### config.mk
export PLATFORM = sky130hd
export DESIGN_NAME = timer_eight_sixteen_bit
export DESIGN_NICKNAME = d
export VERILOG_FILES = /design/src/timer_pkg.sv /design/src/timer_ctl_if.sv /design/src/timer_prescaler.sv /design/src/timer_eight_sixteen_bit.sv
export SDC_FILE = /design/constraint.sdc
export NUM_CORES = 1
export LEC_CHECK = 0
export BUFFER_PORTS_ARGS = -buffer_cell sky130_fd_sc_hd__buf_2
export CAP_MARGIN = 20
export CORE_ASPECT_RATIO = 1.5
export CORE_MARGIN = 2
export CORE_UTILIZATION = 45
export DETAILED_ROUTE_END_ITERATION = 8
export PLACE_DENSITY = 0.74
export SETUP_SLACK_MARGIN = 0.02
export SKIP_CTS_REPAIR_TIMING = 1
export SLEW_MARGIN = 0
export SYNTH_ARGS = -nofsm -noshare
export SYNTH_HDL_FRONTEND = slang
export SYNTH_SLANG_ARGS = --single-unit
### constraint.sdc
create_clock -name mclk -period 3.9 [get_ports mclk]
set_input_delay 0.78 -clock mclk [delete_from_list [all_inputs] [get_ports mclk]]
set_output_delay 0.78 -clock mclk [all_outputs]
set_load 0.01 [all_outputs]
### src/timer_pkg.sv
// package: constants and field layout for the eight/sixteen bit timer
package timer_pkg;
   localparam int unsigned DATA_W = 8;
   localparam int unsigned SRC_W = 3;
   localparam int unsigned SEL_W = 4;
   localparam int unsigned PRE_W = 15;
   // first control register fields
   localparam int unsigned CTL0_EN_BIT = 7;
   localparam int unsigned CTL0_OUT_BIT = 5;
   localparam int unsigned CTL0_WIDTH_BIT = 4;
   localparam int unsigned CTL0_POST_LSB = 0;
   // second control register fields
   localparam int unsigned CTL1_SRC_LSB = 5;
   localparam int unsigned CTL1_ASYNC_BIT = 4;
   localparam int unsigned CTL1_PRE_LSB = 0;
   localparam logic [7:0] CTL0_RESET = 8'h00;
   localparam logic [7:0] CTL1_RESET = 8'h00;
   localparam logic [7:0] COUNT_RESET = 8'h00;
   localparam logic [7:0] BYTE_MAX = 8'hff;
   // instruction clock is the system clock divided by four
   localparam logic [1:0] INSTR_DIV_LAST = 2'h3;
   localparam logic [PRE_W-1:0] PRE_ZERO = 15'h0000;
   localparam logic [SEL_W-1:0] POST_ZERO = 4'h0;
endpackage

### src/timer_ctl_if.sv
// interface: clear and tick signals between timer core and prescaler
`timescale 1ns/1ps
`default_nettype none
interface timer_ctl_if;
   import timer_pkg::*;
   logic clear;
   logic [SEL_W-1:0] ratio;
   logic edge_in;
   logic tick;
   modport core (output clear, output ratio, output edge_in, input tick);
   modport pre (input clear, input ratio, input edge_in, output tick);
endinterface
`default_nettype wire

### src/timer_prescaler.sv
// module: power of two input prescaler with clear
`timescale 1ns/1ps
`default_nettype none
module timer_prescaler
   import timer_pkg::*;
(
   input wire logic mclk, // system clock
   input wire logic sys_rst, // synchronous reset, active high
   timer_ctl_if.pre ctl // clear, ratio, edge in, tick out
);
   logic [PRE_W-1:0] cnt_q; // no software path to this count
   logic [PRE_W-1:0] cnt_d;
   logic [PRE_W-1:0] mask;
   logic tick_c;

   always_comb begin
      mask = PRE_W'((16'h0001 << ctl.ratio) - 16'h0001);
      cnt_d = cnt_q;
      tick_c = 1'b0;
      if (ctl.clear) begin
         cnt_d = PRE_ZERO;
      end else if (ctl.edge_in) begin
         if ((cnt_q & mask) == mask) begin
            cnt_d = PRE_ZERO;
            tick_c = 1'b1;
         end else begin
            cnt_d = cnt_q + PRE_W'(1);
         end
      end
   end

   assign ctl.tick = tick_c;

   always_ff @(posedge mclk) begin
      if (sys_rst) begin
         cnt_q <= PRE_ZERO;
      end else begin
         cnt_q <= cnt_d;
      end
   end

   pre_clear_a: assert property (@(posedge mclk) disable iff (sys_rst)
      ctl.clear |=> cnt_q == PRE_ZERO)
      else $error("prescaler count not cleared");
   pre_unity_a: assert property (@(posedge mclk) disable iff (sys_rst)
      (ctl.ratio == 4'h0 && ctl.edge_in && !ctl.clear) |-> ctl.tick)
      else $error("ratio one does not pass every edge");
   pre_hidden_a: assert property (@(posedge mclk) disable iff (sys_rst)
      (!ctl.edge_in && !ctl.clear) |=> $stable(cnt_q))
      else $error("prescaler moved without an edge");
endmodule
`default_nettype wire

### src/timer_eight_sixteen_bit.sv
// module: timer core with 8-bit period and 16-bit free running modes
// Functional notes
// - one width-select bit picks eight-bit or sixteen-bit counting
// - counter advances one per rising edge of prescaled selected clock
// - eight-bit: low equals period buffer clears low, reloads buffer
// - sixteen-bit: low read latches upper byte into readable high register
// - sixteen-bit: high write fills buffer; low write moves it in
// - sixteen-bit: counter wraps from maximum to zero and keeps going
// - sixteen-bit: no automatic reload, counter runs free
// - source-select field in second control register picks clock source
// - async clear: clock synchronised to instruction clock, rate limited
// - synchronous mode halts during sleep
// - async set: count every selected input edge without synchronising
// - async mode keeps counting in sleep while source is active
// - sixteen prescale ratios chosen by four-bit field
// - prescaler count is hidden from software
// - prescaler clears on low write, control write and reset
// - postscaler one to sixteen, cleared like the prescaler
// - output toggles per postscaled match or rollover, readable as status
// - flag set on each output toggle; interrupt needs enable
// - timer operates only while module-enable bit is set
`timescale 1ns/1ps
`default_nettype none
module timer_eight_sixteen_bit
   import timer_pkg::*;
(
   input wire logic mclk, // system clock, 20 MHz
   input wire logic sys_rst, // synchronous reset, active high
   input wire logic sleep, // device asleep, system clock gated
   input wire logic [7:0] clock_sources, // candidate counter clocks
   input wire logic [7:0] wr_data, // software write data
   input wire logic count_low_wr, // write strobe, low counter register
   input wire logic count_high_wr, // write strobe, high register
   input wire logic control_first_wr, // write strobe, first control register
   input wire logic control_second_wr, // write strobe, second control register
   input wire logic count_low_rd, // read strobe, low counter register
   input wire logic timer_irq_flag_clr, // software clears the flag
   input wire logic timer_irq_enable, // interrupt enable
   output logic [7:0] count_low_reg, // low counter readback
   output logic [7:0] count_high_reg, // high register readback
   output logic [7:0] control_reg_first, // first control register readback
   output logic [7:0] control_reg_second, // second control register readback
   output logic timer_output, // postscaled toggling output
   output logic timer_irq_flag, // sticky interrupt flag
   output logic irq // interrupt request
);
   logic [7:0] ctl0_q, ctl0_d, ctl1_q, ctl1_d;
   logic [7:0] low_q, low_d, high_q, high_d, hbuf_q, hbuf_d;
   logic [1:0] idiv_q, idiv_d;
   logic src_q, src_d, sync_q, sync_d;
   logic [SEL_W-1:0] post_q, post_d;
   logic out_q, out_d, flag_q, flag_d;
   logic module_enable_bit, width_select, async_select;
   logic [SRC_W-1:0] clock_source_select;
   logic [SEL_W-1:0] prescale_select, postscale_select;
   logic src_raw, src_rise, instr_tick, adv, match, roll, event_c, toggle;
   logic clr;
   timer_ctl_if pre_if ();

   assign module_enable_bit = ctl0_q[CTL0_EN_BIT];
   assign width_select = ctl0_q[CTL0_WIDTH_BIT];
   assign postscale_select = ctl0_q[CTL0_POST_LSB +: SEL_W];
   assign clock_source_select = ctl1_q[CTL1_SRC_LSB +: SRC_W];
   assign async_select = ctl1_q[CTL1_ASYNC_BIT];
   assign prescale_select = ctl1_q[CTL1_PRE_LSB +: SEL_W];

   assign src_raw = clock_sources[clock_source_select];
   assign src_rise = src_raw && !src_q;
   // the system clock stops in sleep, so only the async path may move
   assign clr = count_low_wr || control_first_wr || control_second_wr;
   assign pre_if.clear = clr;
   assign pre_if.ratio = prescale_select;
   assign pre_if.edge_in = module_enable_bit && src_rise && (async_select || !sleep);
   assign instr_tick = idiv_q == INSTR_DIV_LAST;

   // sync mode: a tick waits for the next instruction-clock slot, capping rate
   always_comb begin
      idiv_d = sleep ? idiv_q : idiv_q + 2'h1;
      src_d = src_raw;
      sync_d = sync_q;
      adv = 1'b0;
      if (clr || !module_enable_bit) begin
         sync_d = 1'b0;
      end else if (async_select) begin
         adv = pre_if.tick;
         if (!sleep) begin
            sync_d = 1'b0;
         end
      end else if (!sleep) begin
         if (instr_tick) begin
            adv = sync_q || pre_if.tick;
            sync_d = 1'b0;
         end else if (pre_if.tick) begin
            sync_d = 1'b1;
         end
      end
      if (async_select && sleep) begin
         adv = pre_if.tick;
      end
      if (!async_select && sleep) begin
         adv = 1'b0;
      end
   end

   always_ff @(posedge mclk) begin
      if (sys_rst) begin
         idiv_q <= 2'h0;
         src_q <= 1'b0;
         sync_q <= 1'b0;
      end else begin
         idiv_q <= idiv_d;
         src_q <= src_d;
         sync_q <= sync_d;
      end
   end

   assign match = !width_select && adv && (low_q == hbuf_q);
   assign roll = width_select && adv && (low_q == BYTE_MAX) && (hbuf_q == BYTE_MAX);
   assign event_c = match || roll;
   assign toggle = event_c && (post_q == postscale_select);

   always_comb begin
      ctl0_d = ctl0_q;
      ctl1_d = ctl1_q;
      low_d = low_q;
      high_d = high_q;
      hbuf_d = hbuf_q;
      if (control_first_wr) begin
         ctl0_d = wr_data;
         ctl0_d[CTL0_OUT_BIT] = 1'b0;
         ctl0_d[6] = 1'b0;
      end
      if (control_second_wr) begin
         ctl1_d = wr_data;
      end
      // in sixteen-bit mode hbuf_q holds the live upper byte of the count
      if (adv) begin
         if (!width_select) begin
            if (match) begin
               low_d = COUNT_RESET;
               hbuf_d = high_q;
            end else begin
               low_d = low_q + 8'h01;
            end
         end else begin
            {hbuf_d, low_d} = {hbuf_q, low_q} + 16'h0001;
         end
      end
      if (count_low_rd && width_select) begin
         high_d = hbuf_q;
      end
      if (count_high_wr) begin
         high_d = wr_data;
      end
      if (count_low_wr) begin
         low_d = wr_data;
         if (width_select) begin
            hbuf_d = high_q;
         end
      end
   end

   always_ff @(posedge mclk) begin
      if (sys_rst) begin
         ctl0_q <= CTL0_RESET;
         ctl1_q <= CTL1_RESET;
         low_q <= COUNT_RESET;
         high_q <= COUNT_RESET;
         hbuf_q <= COUNT_RESET;
      end else begin
         ctl0_q <= ctl0_d;
         ctl1_q <= ctl1_d;
         low_q <= low_d;
         high_q <= high_d;
         hbuf_q <= hbuf_d;
      end
   end

   // output group: postscaler, toggling output and sticky flag
   always_comb begin
      post_d = post_q;
      out_d = out_q;
      flag_d = flag_q;
      if (clr) begin
         post_d = POST_ZERO;
      end else if (event_c) begin
         post_d = toggle ? POST_ZERO : post_q + 4'h1;
      end
      if (toggle) begin
         out_d = !out_q;
      end
      // a clear in the toggle cycle loses, so no event goes unseen
      if (timer_irq_flag_clr) begin
         flag_d = 1'b0;
      end
      if (toggle) begin
         flag_d = 1'b1;
      end
   end

   always_ff @(posedge mclk) begin
      if (sys_rst) begin
         post_q <= POST_ZERO;
         out_q <= 1'b0;
         flag_q <= 1'b0;
      end else begin
         post_q <= post_d;
         out_q <= out_d;
         flag_q <= flag_d;
      end
   end

   timer_prescaler u_pre (
      .mclk(mclk),
      .sys_rst(sys_rst),
      .ctl(pre_if.pre)
   );

   always_comb begin
      control_reg_first = ctl0_q;
      control_reg_first[CTL0_OUT_BIT] = out_q;
   end
   assign control_reg_second = ctl1_q;
   assign count_low_reg = low_q;
   assign count_high_reg = high_q;
   assign timer_output = out_q;
   assign timer_irq_flag = flag_q;
   assign irq = flag_q && timer_irq_enable;

   match_clear_a: assert property (@(posedge mclk) disable iff (sys_rst)
      (match && !count_low_wr) |=> low_q == 8'h00)
      else $error("period match did not clear low counter");
   wrap_zero_a: assert property (@(posedge mclk) disable iff (sys_rst)
      (roll && !count_low_wr) |=> (low_q == 8'h00 && hbuf_q == 8'h00))
      else $error("sixteen-bit counter did not wrap to zero");
   read_latch_a: assert property (@(posedge mclk) disable iff (sys_rst)
      (count_low_rd && width_select && !count_high_wr) |=> high_q == $past(hbuf_q))
      else $error("low read did not latch upper byte");
   high_write_a: assert property (@(posedge mclk) disable iff (sys_rst)
      (count_high_wr && width_select && !count_low_wr && !adv) |=> $stable(hbuf_q))
      else $error("high write reached live count directly");
   disabled_hold_a: assert property (@(posedge mclk) disable iff (sys_rst)
      (!module_enable_bit && !count_low_wr && !count_high_wr) |=> $stable(low_q))
      else $error("disabled timer advanced");
   sleep_halt_a: assert property (@(posedge mclk) disable iff (sys_rst)
      (sleep && !async_select) |-> !adv)
      else $error("synchronous timer moved in sleep");
   toggle_flag_a: assert property (@(posedge mclk) disable iff (sys_rst)
      toggle |=> (timer_irq_flag && timer_output != $past(timer_output)))
      else $error("toggle without flag");
   post_clear_a: assert property (@(posedge mclk) disable iff (sys_rst)
      clr |=> post_q == 4'h0)
      else $error("postscaler not cleared");
   // counting path and mode checks
   count_step_a: assert property (@(posedge mclk) disable iff (sys_rst)
      (adv && !width_select && !match && !count_low_wr) |=> low_q == $past(low_q) + 8'h01)
      else $error("eight-bit count did not step by one");
   wide_step_a: assert property (@(posedge mclk) disable iff (sys_rst)
      (adv && width_select && !count_low_wr) |=>
         {hbuf_q, low_q} == $past({hbuf_q, low_q}) + 16'h0001)
      else $error("sixteen-bit count did not step by one");
   free_run_a: assert property (@(posedge mclk) disable iff (sys_rst)
      (width_select && !adv && !count_low_wr) |=> $stable({hbuf_q, low_q}))
      else $error("sixteen-bit count moved without a step");
   period_buffer_a: assert property (@(posedge mclk) disable iff (sys_rst)
      (!width_select && !match) |=> $stable(hbuf_q))
      else $error("period buffer changed without a match");
   match_reload_a: assert property (@(posedge mclk) disable iff (sys_rst)
      match |=> hbuf_q == $past(high_q))
      else $error("period buffer not reloaded at match");
   low_write_a: assert property (@(posedge mclk) disable iff (sys_rst)
      count_low_wr |=> (low_q == $past(wr_data)
         && (!$past(width_select) || hbuf_q == $past(high_q))))
      else $error("low write did not load the count");
   source_edge_a: assert property (@(posedge mclk) disable iff (sys_rst)
      pre_if.edge_in |=> src_q)
      else $error("edge taken from an unselected source");
   sync_rate_a: assert property (@(posedge mclk) disable iff (sys_rst)
      (!async_select && adv) |-> instr_tick)
      else $error("synchronous step off the instruction slot");
   async_step_a: assert property (@(posedge mclk) disable iff (sys_rst)
      (async_select && pre_if.tick) |-> adv)
      else $error("asynchronous tick did not step the count");
   async_sleep_a: assert property (@(posedge mclk) disable iff (sys_rst)
      (async_select && sleep && pre_if.edge_in && prescale_select == 4'h0 && !clr) |-> adv)
      else $error("asynchronous count stopped in sleep");
   instr_freeze_a: assert property (@(posedge mclk) disable iff (sys_rst)
      sleep |=> $stable(idiv_q))
      else $error("instruction clock ran in sleep");
   enable_gate_a: assert property (@(posedge mclk) disable iff (sys_rst)
      !module_enable_bit |-> !adv)
      else $error("step while module disabled");
   out_status_a: assert property (@(posedge mclk) disable iff (sys_rst)
      toggle |=>
         control_reg_first[CTL0_OUT_BIT] != $past(control_reg_first[CTL0_OUT_BIT]))
      else $error("status bit did not follow the output");
   flag_sticky_a: assert property (@(posedge mclk) disable iff (sys_rst)
      (timer_irq_flag && !timer_irq_flag_clr) |=> timer_irq_flag)
      else $error("flag dropped without a clear");
   flag_clear_a: assert property (@(posedge mclk) disable iff (sys_rst)
      (timer_irq_flag_clr && !toggle) |=> !timer_irq_flag)
      else $error("flag clear had no effect");
   post_count_a: assert property (@(posedge mclk) disable iff (sys_rst)
      (event_c && !toggle && !clr) |=> post_q == $past(post_q) + 4'h1)
      else $error("postscaler did not count the event");
   post_bound_a: assert property (@(posedge mclk) disable iff (sys_rst)
      post_q <= postscale_select)
      else $error("postscaler ran past its ratio");
endmodule
`default_nettype wire

==> flow_metrics.tcl, run 1 <==
set metrics [dict create \
    status "completed" \
    rsz0062_at_grt "false" \
    path_depth 10 \
    min_period_over_period_pct 85.66 \
    cts_max_path_buffers 2 \
    nFillCells 761 \
    core_um2 8058 \
    port_buffers 59 \
    multiInputGateArea_um2 2271 \
    finalMaxSlewViolations 0 \
    synth_cell_types 61 \
    combPwrFrac_pct 12.7 \
    rr_worst_depth 10 \
    cts.sinks 63 \
    ant_nets 0 \
    netlist_instances 447 \
    holdPathStages 2 \
    grt_pass1_wl_um 16110 \
    synthesis.nets 478 \
    maxCapViolCount 0 \
    nets 515 \
    regArea_um2 1261 \
    critical-path-slowest-cell "dfxtp_1" \
    crit_path_max_incr_delay_ps 650 \
    cts_tree "done" \
    startpoint_type "flip-flop" \
    synth_top_cell_area_share_pct 33.77 \
    die_y_um 115.6 \
    cts.clk_slew.worst_paths_ps 50 \
    synth_top_cells_by_area "dfxtp_1, mux2i_1, nor2_1" \
    wl_per_cell_um 16.67 \
    synth_xor_area_share_pct 7.973 \
    final_area_um2 4284 \
    synth_edf_count 0 \
    grtUsageTotal_pct 22.76 \
    rows 40 \
    dp_hpwl_um 7061 \
    critical_path_buf_inv_count 0 \
    worstPathRequired_ps 4120 \
    cp_data_arrival_time_ps 3560 \
    synth_compound_area_share_pct 16.98 \
    antenna_found_initial 0 \
    largest_reg_flops 15 \
    p_sw_uw 448.3 \
    largest-register "u_pre.cnt_q" \
    layout-drive-gt1-share_pct 17.59 \
    area_delta_synth_final_pct 14.71 \
    via_per_inst 5.815 \
    routed_wl_um 9904 \
    synth_top_family_by_area "simple AND/OR/NAND/NOR gates" \
    synth_adder_area_share_pct 1.675 \
    gp_congestion 0.9030 \
    placed_area_um2 4008 \
    io_pins 61 \
    start_util_pct 46.35 \
    worst_pin_slew_ps 880.2 \
    setup_viol 0 \
    grt_overflow 0 \
    die_area_um2 9059 \
    drt_pre_antenna_iters 5 \
    hold_class "reg -> reg" \
    p_clk_share_pct 44.5 \
    grt_pass1_vias 3430 \
    fin_crit_ps 3341 \
    syn-cell-area_um2 3735 \
    p_seq_share_pct 42.8 \
    hold_viol 0 \
    worstSetupEndpointType "flip-flop" \
    max_freq_ghz 0.2993 \
    leakage_uw 0.001768 \
    drc 0 \
    fp.dieW_um 78.39 \
    syn_area_per_cell_um2 8.355 \
    path_max_fanout 25 \
    skew_ps 4.682 \
    ys_seq_area_share_pct 33.77 \
    cts_buffers 9 \
    cp_cell_sequence "nor3_1, nand2b_1, ha_1, nor4b_2, nor4bb_1, o311a_1, and4_1, a21oi_4, o21ai_1, o221a_1" \
    yosysWarningCount 0 \
    cts_max_level 3 \
    grt_max_degree 45 \
    synthFlopType "dfxtp_1" \
    clock_latency_ps 330 \
    p_int_uw 1222 \
    synthArstFlopShare_pct 0 \
    vdd_drop_max_v 0.0002811 \
    tns_ps 0 \
    num_antenna_cells 0 \
    root_buffer "clkbuf_16" \
    netSwitchingFraction_pct 26.84 \
    yosys.area.top_type "dfxtp_1" \
    timing.slew.headroom_pct 41.05 \
    cpLargestDelayFamily "compound AO/OA/AOI/OAI gates" \
    dr_total_vias 3454 \
    synth-simple-area-share_pct 26.26 \
    path_class "reg -> reg" \
    synth-seq-cells 63 \
    p_per_area_nw_per_um2 389.9 \
    synthMuxAreaShare_pct 7.806 \
    fin_hold_ws_ps 492.9 \
    drtIter0Drc 266 \
]
[Yosys cell counts (3+ instances only)]
cell type  number
and2_1          4
dfxtp_1        63
nor2b_1        11
nand3b_1        8
clkbuf_1       22
a21o_1          3
nand2_1        22
buf_4           5
nand3_1        15
nor3_1          7
inv_1           7
o31ai_1         3
a21oi_1        21
xnor2_1        12
o311a_1         3
ha_1            5
o21ai_0        15
a31oi_1         7
nand2b_1        3
or3_1           4
mux2i_1        28
or4_1           5
nor2_1         58
buf_2           6
and3_1         14
xor2_1         22
nand4_1        12
and4_1          6
a211oi_1       14
[cells by family after synthesis]
| family | count (synthesis) |
|---|---|
| AO/OA/AOI/OAI | 91 |
| XOR/XNOR | 34 |
| adder cells (fa/ha/maj) | 5 |
| buffers and inverters | 43 |
| flip-flops | 63 |
| multiplexers | 29 |
| other | 1 |
| AND/OR/NAND/NOR | 181 |
[path summary, 6_finish.rpt]
kind                                     to  slack [ps]                                from
setup reg to reg       hbuf_q[2]$_SDFF_PP0_         560  control_reg_second[2]$_SDFFE_PP0P_
hold / removal    timer_output$_SDFFE_PP0P_         490           timer_output$_SDFFE_PP0P_
setup / recovery       hbuf_q[2]$_SDFF_PP0_         560  control_reg_second[2]$_SDFFE_PP0P_
hold reg to reg   timer_output$_SDFFE_PP0P_         490           timer_output$_SDFFE_PP0P_
[worst register-to-register path, cell delays in order (launching register included)]
cell and delay (ps):
dfxtp_1 650, nor3_1 130, nand2b_1 100, ha_1 330
nor4b_2 310, nor4bb_1 100, o311a_1 330, and4_1 290
a21oi_4 530, o21ai_1 190, o221a_1 270
[layout by cell type (no fill, tap or decap), types with 5 or more instances in the layout]
| cell | n |
|---|---|
| nand4_1 | 12 |
| nor2_1 | 58 |
| a211oi_1 | 14 |
| and4_1 | 6 |
| xnor2_1 | 12 |
| nor3_1 | 7 |
| a31oi_1 | 7 |
| nor2b_1 | 11 |
| nand3b_1 | 8 |
| or4_1 | 5 |
| nand2_1 | 22 |
| a21oi_1 | 21 |
| dfxtp_1 | 63 |
| inv_1 | 7 |
| and3_1 | 14 |
| buf_2 | 59 |
| xor2_1 | 22 |
| o21ai_0 | 15 |
| clkbuf_16 | 9 |
| nand3_1 | 15 |
| ha_1 | 5 |
| mux2i_1 | 28 |
[area by class of cell]
type                    instances  share of cell area (%)
multi-input cells             341                   53.01
flip-flops and latches         63                   29.44
repair buffers                 62                   7.418
clock buffers                  12                   5.987
well taps                     105                   3.067
inverters                       7                  0.6133
clock inverters                 4                  0.4673
[per-layer routing]
layer  routed length [um]  track usage, %  part of all wire (%)  vias up
met3                  531           5.607                   5.4       25
met4                  348           12.28                   3.5        0
met5                    0               0                     0        -
met2                 5221           41.21                    53       98
li1                     -               -                     -     1689
met1                 3803           24.21                    38     1642
[power by group through the flow]
stage          clock [uW]  sequential, uW  combinational, uW
2_1_floorplan           0             718                152
5_1_grt               786             719                235
3_5_place_dp            0             727                211
3_3_place_gp            0             725                206
4_1_cts               755             714                213
6_report              743             715                212
[metrics by stage]
step	instances	worst slack, ps	util [%]	total power (uW)
after floorplan	447	994.6	-	869.8
after global placement	578	748.1	49.74	930.2
after detailed placement	578	578.1	49.74	938.4
after CTS	594	570.6	53.17	1682
after global routing	594	268.0	53.17	1740
final	594	559.3	53.17	1670
Note: power is estimated with default switching activity, not from simulation.
==> inputs of run 2 (changes only) <==
--- a/config.mk
+++ b/config.mk
@@ -8,13 +8,14 @@
 export BUFFER_PORTS_ARGS = -buffer_cell sky130_fd_sc_hd__buf_2
 export CAP_MARGIN = 20
 export CORE_ASPECT_RATIO = 1.5
-export CORE_MARGIN = 2
+export CORE_MARGIN = 3
 export CORE_UTILIZATION = 45
 export DETAILED_ROUTE_END_ITERATION = 8
-export PLACE_DENSITY = 0.74
+export PLACE_DENSITY = 0.73
 export SETUP_SLACK_MARGIN = 0.02
 export SKIP_CTS_REPAIR_TIMING = 1
 export SLEW_MARGIN = 0
 export SYNTH_ARGS = -nofsm -noshare
 export SYNTH_HDL_FRONTEND = slang
+export SYNTH_HIERARCHICAL = 1
 export SYNTH_SLANG_ARGS = --single-unit
==> constraint.sdc (replaced) <==
create_clock -name mclk -period 3.9 [get_ports mclk]
set_input_delay 0.195 -clock mclk [delete_from_list [all_inputs] [get_ports mclk]]
set_output_delay 0.195 -clock mclk [all_outputs]
set_load 0.01 [all_outputs]
==> run 2 against run 1 <==
  * Combinational power up 20%
  * Hold slack got worse by 310 ps
  * Cell count up 5.2%
  * Core utilization fell by 0.43 points
  * Cell area rose by 8.7%
  * Critical path depth is 5 higher
==> flow_metrics.tcl, run 2 <==
set metrics [dict create \
    nFillCells 827 \
    io_pins 61 \
    syn-cell-area_um2 4091 \
    setup_viol 0 \
    rrSetupSlack_ps 360 \
    ys_seq_area_share_pct 30.83 \
    timing.slew.headroom_pct 44.54 \
    final_cell_mix "dfxtp_1, buf_2, nor2_1" \
    wl_per_cell_um 17.42 \
    synth_top_cells_by_count "dfxtp_1, nor2_1, mux2i_1, nand2_1, a21oi_1" \
    cts_max_path_buffers 2 \
    die_area_um2 10300 \
    synthArstFlopShare_pct 0 \
    cts.clk_slew.worst_paths_ps 50 \
    p_per_area_nw_per_um2 386.4 \
    die_y_um 122.8 \
    final_common_cell "dfxtp_1" \
    dp_hpwl_um 7876 \
    nets 541 \
    tns_ps 0 \
    routed_wl_um 10890 \
    num_antenna_cells 0 \
    yosys.area.top_type "dfxtp_1" \
    hold_class "in -> reg" \
    status "completed" \
    cts_buffers 9 \
    path_class "reg -> reg" \
    worstPathRequired_ps 4090 \
    multiInputGateArea_um2 2520 \
    max_freq_ghz 0.2829 \
    antenna_found_initial 0 \
    synthesis.nets 498 \
    grt_max_degree 46 \
    cts_tree "done" \
    fin_hold_ws_ps 186.8 \
    final_area_um2 4656 \
    fin_crit_ps 3535 \
    placed_area_um2 4338 \
    fp.dieW_um 83.86 \
    layout-drive-gt1-share_pct 25.83 \
    grt_pass1_vias 3553 \
    drt_pre_antenna_iters 5 \
    netlist_instances 467 \
    startpoint_type "flip-flop" \
    drtIter0Drc 176 \
    ant_nets 0 \
    synth_top_cell_area_share_pct 30.83 \
    skew_ps 5.313 \
    regArea_um2 1261 \
    port_buffers 59 \
    leakage_uw 0.001769 \
    path_max_fanout 13 \
    dr_total_vias 3796 \
    maxCapViolCount 0 \
    rsz0062_at_grt "false" \
    hold_viol 0 \
    via_per_inst 6.074 \
    synthFlopType "dfxtp_1" \
    grt_overflow 0 \
    synth_top_cells_by_area "dfxtp_1, mux2i_1, nor2_1" \
    largest-register "u_pre/cnt_q" \
    gp_congestion 0.9462 \
    core_um2 8828 \
    drc 0 \
    power_uw 1799 \
    vdd_drop_max_v 0.0002705 \
    post-synth-top-count-cell "dfxtp_1" \
    finalMaxSlewViolations 0 \
    min_period_over_period_pct 90.65 \
    grtUsageTotal_pct 21.16 \
    cts.sinks 63 \
    utilization_pct 52.74 \
    root_buffer "clkbuf_16" \
    worstSetupEndpointType "flip-flop" \
    worst_pin_slew_ps 824.2 \
    rows 42 \
    syn_area_per_cell_um2 8.761 \
    synth-seq-cells 63 \
    synth_cell_types 75 \
    yosysWarningCount 6 \
    cp_data_arrival_time_ps 3720 \
    clock_latency_ps 330 \
    start_util_pct 46.34 \
    area_delta_synth_final_pct 13.79 \
    cts_max_level 3 \
    synth_edf_count 0 \
    largest_reg_flops 15 \
    grt_pass1_wl_um 17330 \
]
[run 2: cell count changes in the layout (fill, tap and decap cells not counted), moves of 6 or more]
cell,previous run,this run
nor2_1,58,49
inv_1,7,15
a211oi_2,0,12
and3_1,14,2
a221oi_1,0,7
buf_4,3,10
nor3_1,7,13
xor2_1,22,13
[run 2: metrics by stage]
step                instances  setup WS [ps]
floorplan                 467          350.6
global placement          609          434.2
detailed placement        609          278.6
CTS                       625          254.3
global route              625          61.38
finish                    625          364.7
[run 2: cells by family after synthesis]
kind of cell             synth area share, %
AND/OR/NAND/NOR                        22.94
flip-flops                             30.83
other                                0.09166
AO/OA/AOI/OAI                          22.91
adder cells (fa/ha/maj)                1.529
buffers and inverters                  8.073
XOR/XNOR                               5.352
multiplexers                           8.287
[run 2: report_power, final]
group / internal [uW] / leakage [uW] / total [uW] / switching (uW)
clock network: 544 / 0.000156 / 825 / 281
registers: 673 / 0.000515 / 720 / 47.1
logic: 108 / 0.00110 / 254 / 146
[run 2: worst paths after layout]
check	cells after the start	from	end
setup / recovery	15	control_reg_second[3]$_SDFFE_PP0P_	hbuf_q[4]$_SDFF_PP0_
hold / removal	3	wr_data[5]	count_low_reg[5]$_SDFFE_PP0P_
setup reg to reg	15	control_reg_second[3]$_SDFFE_PP0P_	hbuf_q[4]$_SDFF_PP0_
hold reg to reg	2	count_high_reg[5]$_SDFFE_PP0P_	hbuf_q[5]$_SDFF_PP0_
[run 2: worst max-delay path, stage by stage (launching register included)]
cell and delay (ps):
dfxtp_1 420, nor3_1 250, nand2_1 100, ha_1 270, or3_4 350, a211oi_2 240
a211oi_2 90, o21ai_4 130, nor4b_2 90, buf_4 170, o211ai_4 270, and2_1 360
buf_4 190, o31ai_1 90, a221oi_1 260, o32ai_1 110
[run 2: area by class of cell]
cell class	count	share of cell area, %
Tap cell	110	2.956
Inverter	15	1.209
Clock buffer	13	5.805
Sequential cell	63	27.09
Timing Repair Buffer	69	7.955
Multi-Input combinational cell	352	54.13
Clock inverter	3	0.8600
[run 2: routing by layer]
metal	GRT usage (%)	share of wire (%)	up-vias
met5	0	0	-
met4	15.59	5.9	0
met3	3.089	5.9	49
met2	38.45	52	171
met1	21.96	36	1791
li1	-	-	1785
==> inputs of run 3 (changes only) <==
--- a/config.mk
+++ b/config.mk
@@ -9,9 +9,10 @@
 export CAP_MARGIN = 20
 export CORE_ASPECT_RATIO = 1.5
 export CORE_MARGIN = 3
-export CORE_UTILIZATION = 45
+export CORE_UTILIZATION = 30
 export DETAILED_ROUTE_END_ITERATION = 8
-export PLACE_DENSITY = 0.73
+export HOLD_SLACK_MARGIN = 0.15
+export PLACE_DENSITY = 0.57
 export SETUP_SLACK_MARGIN = 0.02
 export SKIP_CTS_REPAIR_TIMING = 1
 export SLEW_MARGIN = 0
==> constraint.sdc (replaced) <==
create_clock -name mclk -period 3.25 [get_ports mclk]
set_input_delay 0.1625 -clock mclk [delete_from_list [all_inputs] [get_ports mclk]]
set_output_delay 0.1625 -clock mclk [all_outputs]
set_load 0.01 [all_outputs]
==> run 3 against run 2 <==
  * Flip-flop and latch count is the same
  * Cell area up 5.1%
  * Routed wire length up 11%
==> flow_metrics.tcl, run 3 (synthesis gave the netlist of run 2 again) <==
set metrics [dict create \
    cp_data_arrival_time_ps 3380 \
    worstPathRequired_ps 3460 \
    grtUsageTotal_pct 15.98 \
    min_period_over_period_pct 97.62 \
    worst_pin_slew_ps 897.8 \
    critical-path-slowest-cell "dfxtp_4" \
    gp_congestion 0.8671 \
    crit_path_frequent_cell "a211oi_2" \
    placed_area_um2 4534 \
    cts.clk_slew.worst_paths_ps 50 \
    area_delta_synth_final_pct 19.63 \
    grt_overflow 0 \
    ant_nets 0 \
    status "completed" \
    num_antenna_cells 0 \
    wl_per_cell_um 17.54 \
    drtIter0Drc 190 \
    antenna_found_initial 0 \
    io_pins 61 \
    core_um2 13150 \
    maxCapViolCount 0 \
    crit_path_max_incr_delay_ps 370 \
    leakage_uw 0.001860 \
    rows 51 \
    cts.sinks 63 \
    path_class "reg -> reg" \
    cts_max_path_buffers 2 \
    die_area_um2 15100 \
    grt_pass1_wl_um 18850 \
    hold_class "in -> reg" \
    fp.dieW_um 101.4 \
    fin_hold_ws_ps 170.2 \
    clock_latency_ps 320 \
    nets 558 \
    dp_hpwl_um 8978 \
    drc 0 \
    via_per_inst 5.431 \
    setup_viol 0 \
    vdd_drop_max_v 0.0002129 \
    p_per_area_nw_per_um2 420.3 \
    die_y_um 149.0 \
    rsz0062_at_grt "true" \
    timing.slew.headroom_pct 39.59 \
    final_cell_mix "dfxtp_1, buf_2, nor2_1" \
    nFillCells 1371 \
    drt_pre_antenna_iters 4 \
    startpoint_type "flip-flop" \
    layout-drive-gt1-share_pct 31.20 \
    port_buffers 59 \
    dr_total_vias 3753 \
    worstSetupEndpointType "flip-flop" \
    fin_crit_ps 3173 \
    skew_ps 7.136 \
    largest-register "u_pre/cnt_q" \
    cts_max_level 3 \
    final_area_um2 4895 \
    start_util_pct 31.13 \
    grt_max_degree 27 \
    routed_wl_um 12120 \
    largest_reg_flops 15 \
    cts_buffers 9 \
    max_freq_ghz 0.3152 \
    root_buffer "clkbuf_16" \
    cp_cell_sequence "nor3_4, nand2_2, ha_4, or3_4, a211oi_2, a211oi_2, o21ai_4, nor4b_4, buf_4, o211ai_4, a211oi_4, a21oi_4, and2b_2, mux2_4" \
    path_max_fanout 8 \
    finalMaxSlewViolations 0 \
    cts_tree "done" \
    grt_pass1_vias 3679 \
    hold_viol 0 \
]
[run 3: path summary, 6_finish.rpt]
kind | depth (start not counted) | slack, ps | from | end
worst max register to register | 14 | 80 | control_reg_second[1]$_SDFFE_PP0P_ | timer_output$_SDFFE_PP0P_
worst min-delay path | 3 | 170 | wr_data[1] | count_low_reg[1]$_SDFFE_PP0P_
worst max-delay path | 14 | 80 | control_reg_second[1]$_SDFFE_PP0P_ | timer_output$_SDFFE_PP0P_
worst min register to register | 2 | 500 | count_high_reg[5]$_SDFFE_PP0P_ | hbuf_q[5]$_SDFF_PP0_
[run 3: critical path: cells and delay by family, from the launching register on]
kind                       cells  cell delay, ps
DFF                            1             370
adders and majority gates      1             200
and+or+nand+nor                5            1010
buffers and inverters          1             160
muxes                          1             290
AOI/OAI and AO/OA              6            1040
[run 3: cell type report]
type / instances / area (um2) / share of cell area, %
multi-input combinational: 352 / 2608 / 53.27
sequential: 63 / 1271 / 25.97
timing repair buffer: 86 / 500.5 / 10.22
clock buffer: 11 / 232.7 / 4.755
tap: 159 / 198.9 / 4.064
inverter: 15 / 58.81 / 1.201
clock inverter: 5 / 25.02 / 0.5112
[run 3: stage by stage]
step / std cells / utilization (%) / setup TNS, ps / total power, uW / setup WS (ps)
after floorplan: 467 / - / -2.358 / 1111 / -1.636
after global routing: 691 / 37.24 / -567.7 / 2148 / -117.4
after CTS: 683 / 36.46 / -93.39 / 2065 / -35.58
final: 691 / 37.24 / 0 / 2057 / 77.34
after detailed placement: 667 / 34.49 / 0 / 1217 / 2.927
after global placement: 667 / 34.49 / 0 / 1213 / 61.76
[run 3: per-layer routing]
metal  up-vias  routed length, um  track usage [%]
li1       1814                  -                -
met1      1806               4668            17.33
met2       100               6583            29.16
met3        33                412            2.948
met4         0                455            7.651
met5         -                  0                0
[run 3: report_power, final]
| group | switching [uW] | total, uW | internal (uW) |
|---|---|---|---|
| clock network | 334 | 843 | 509 |
| logic | 201 | 354 | 153 |
| registers | 52.8 | 860 | 807 |
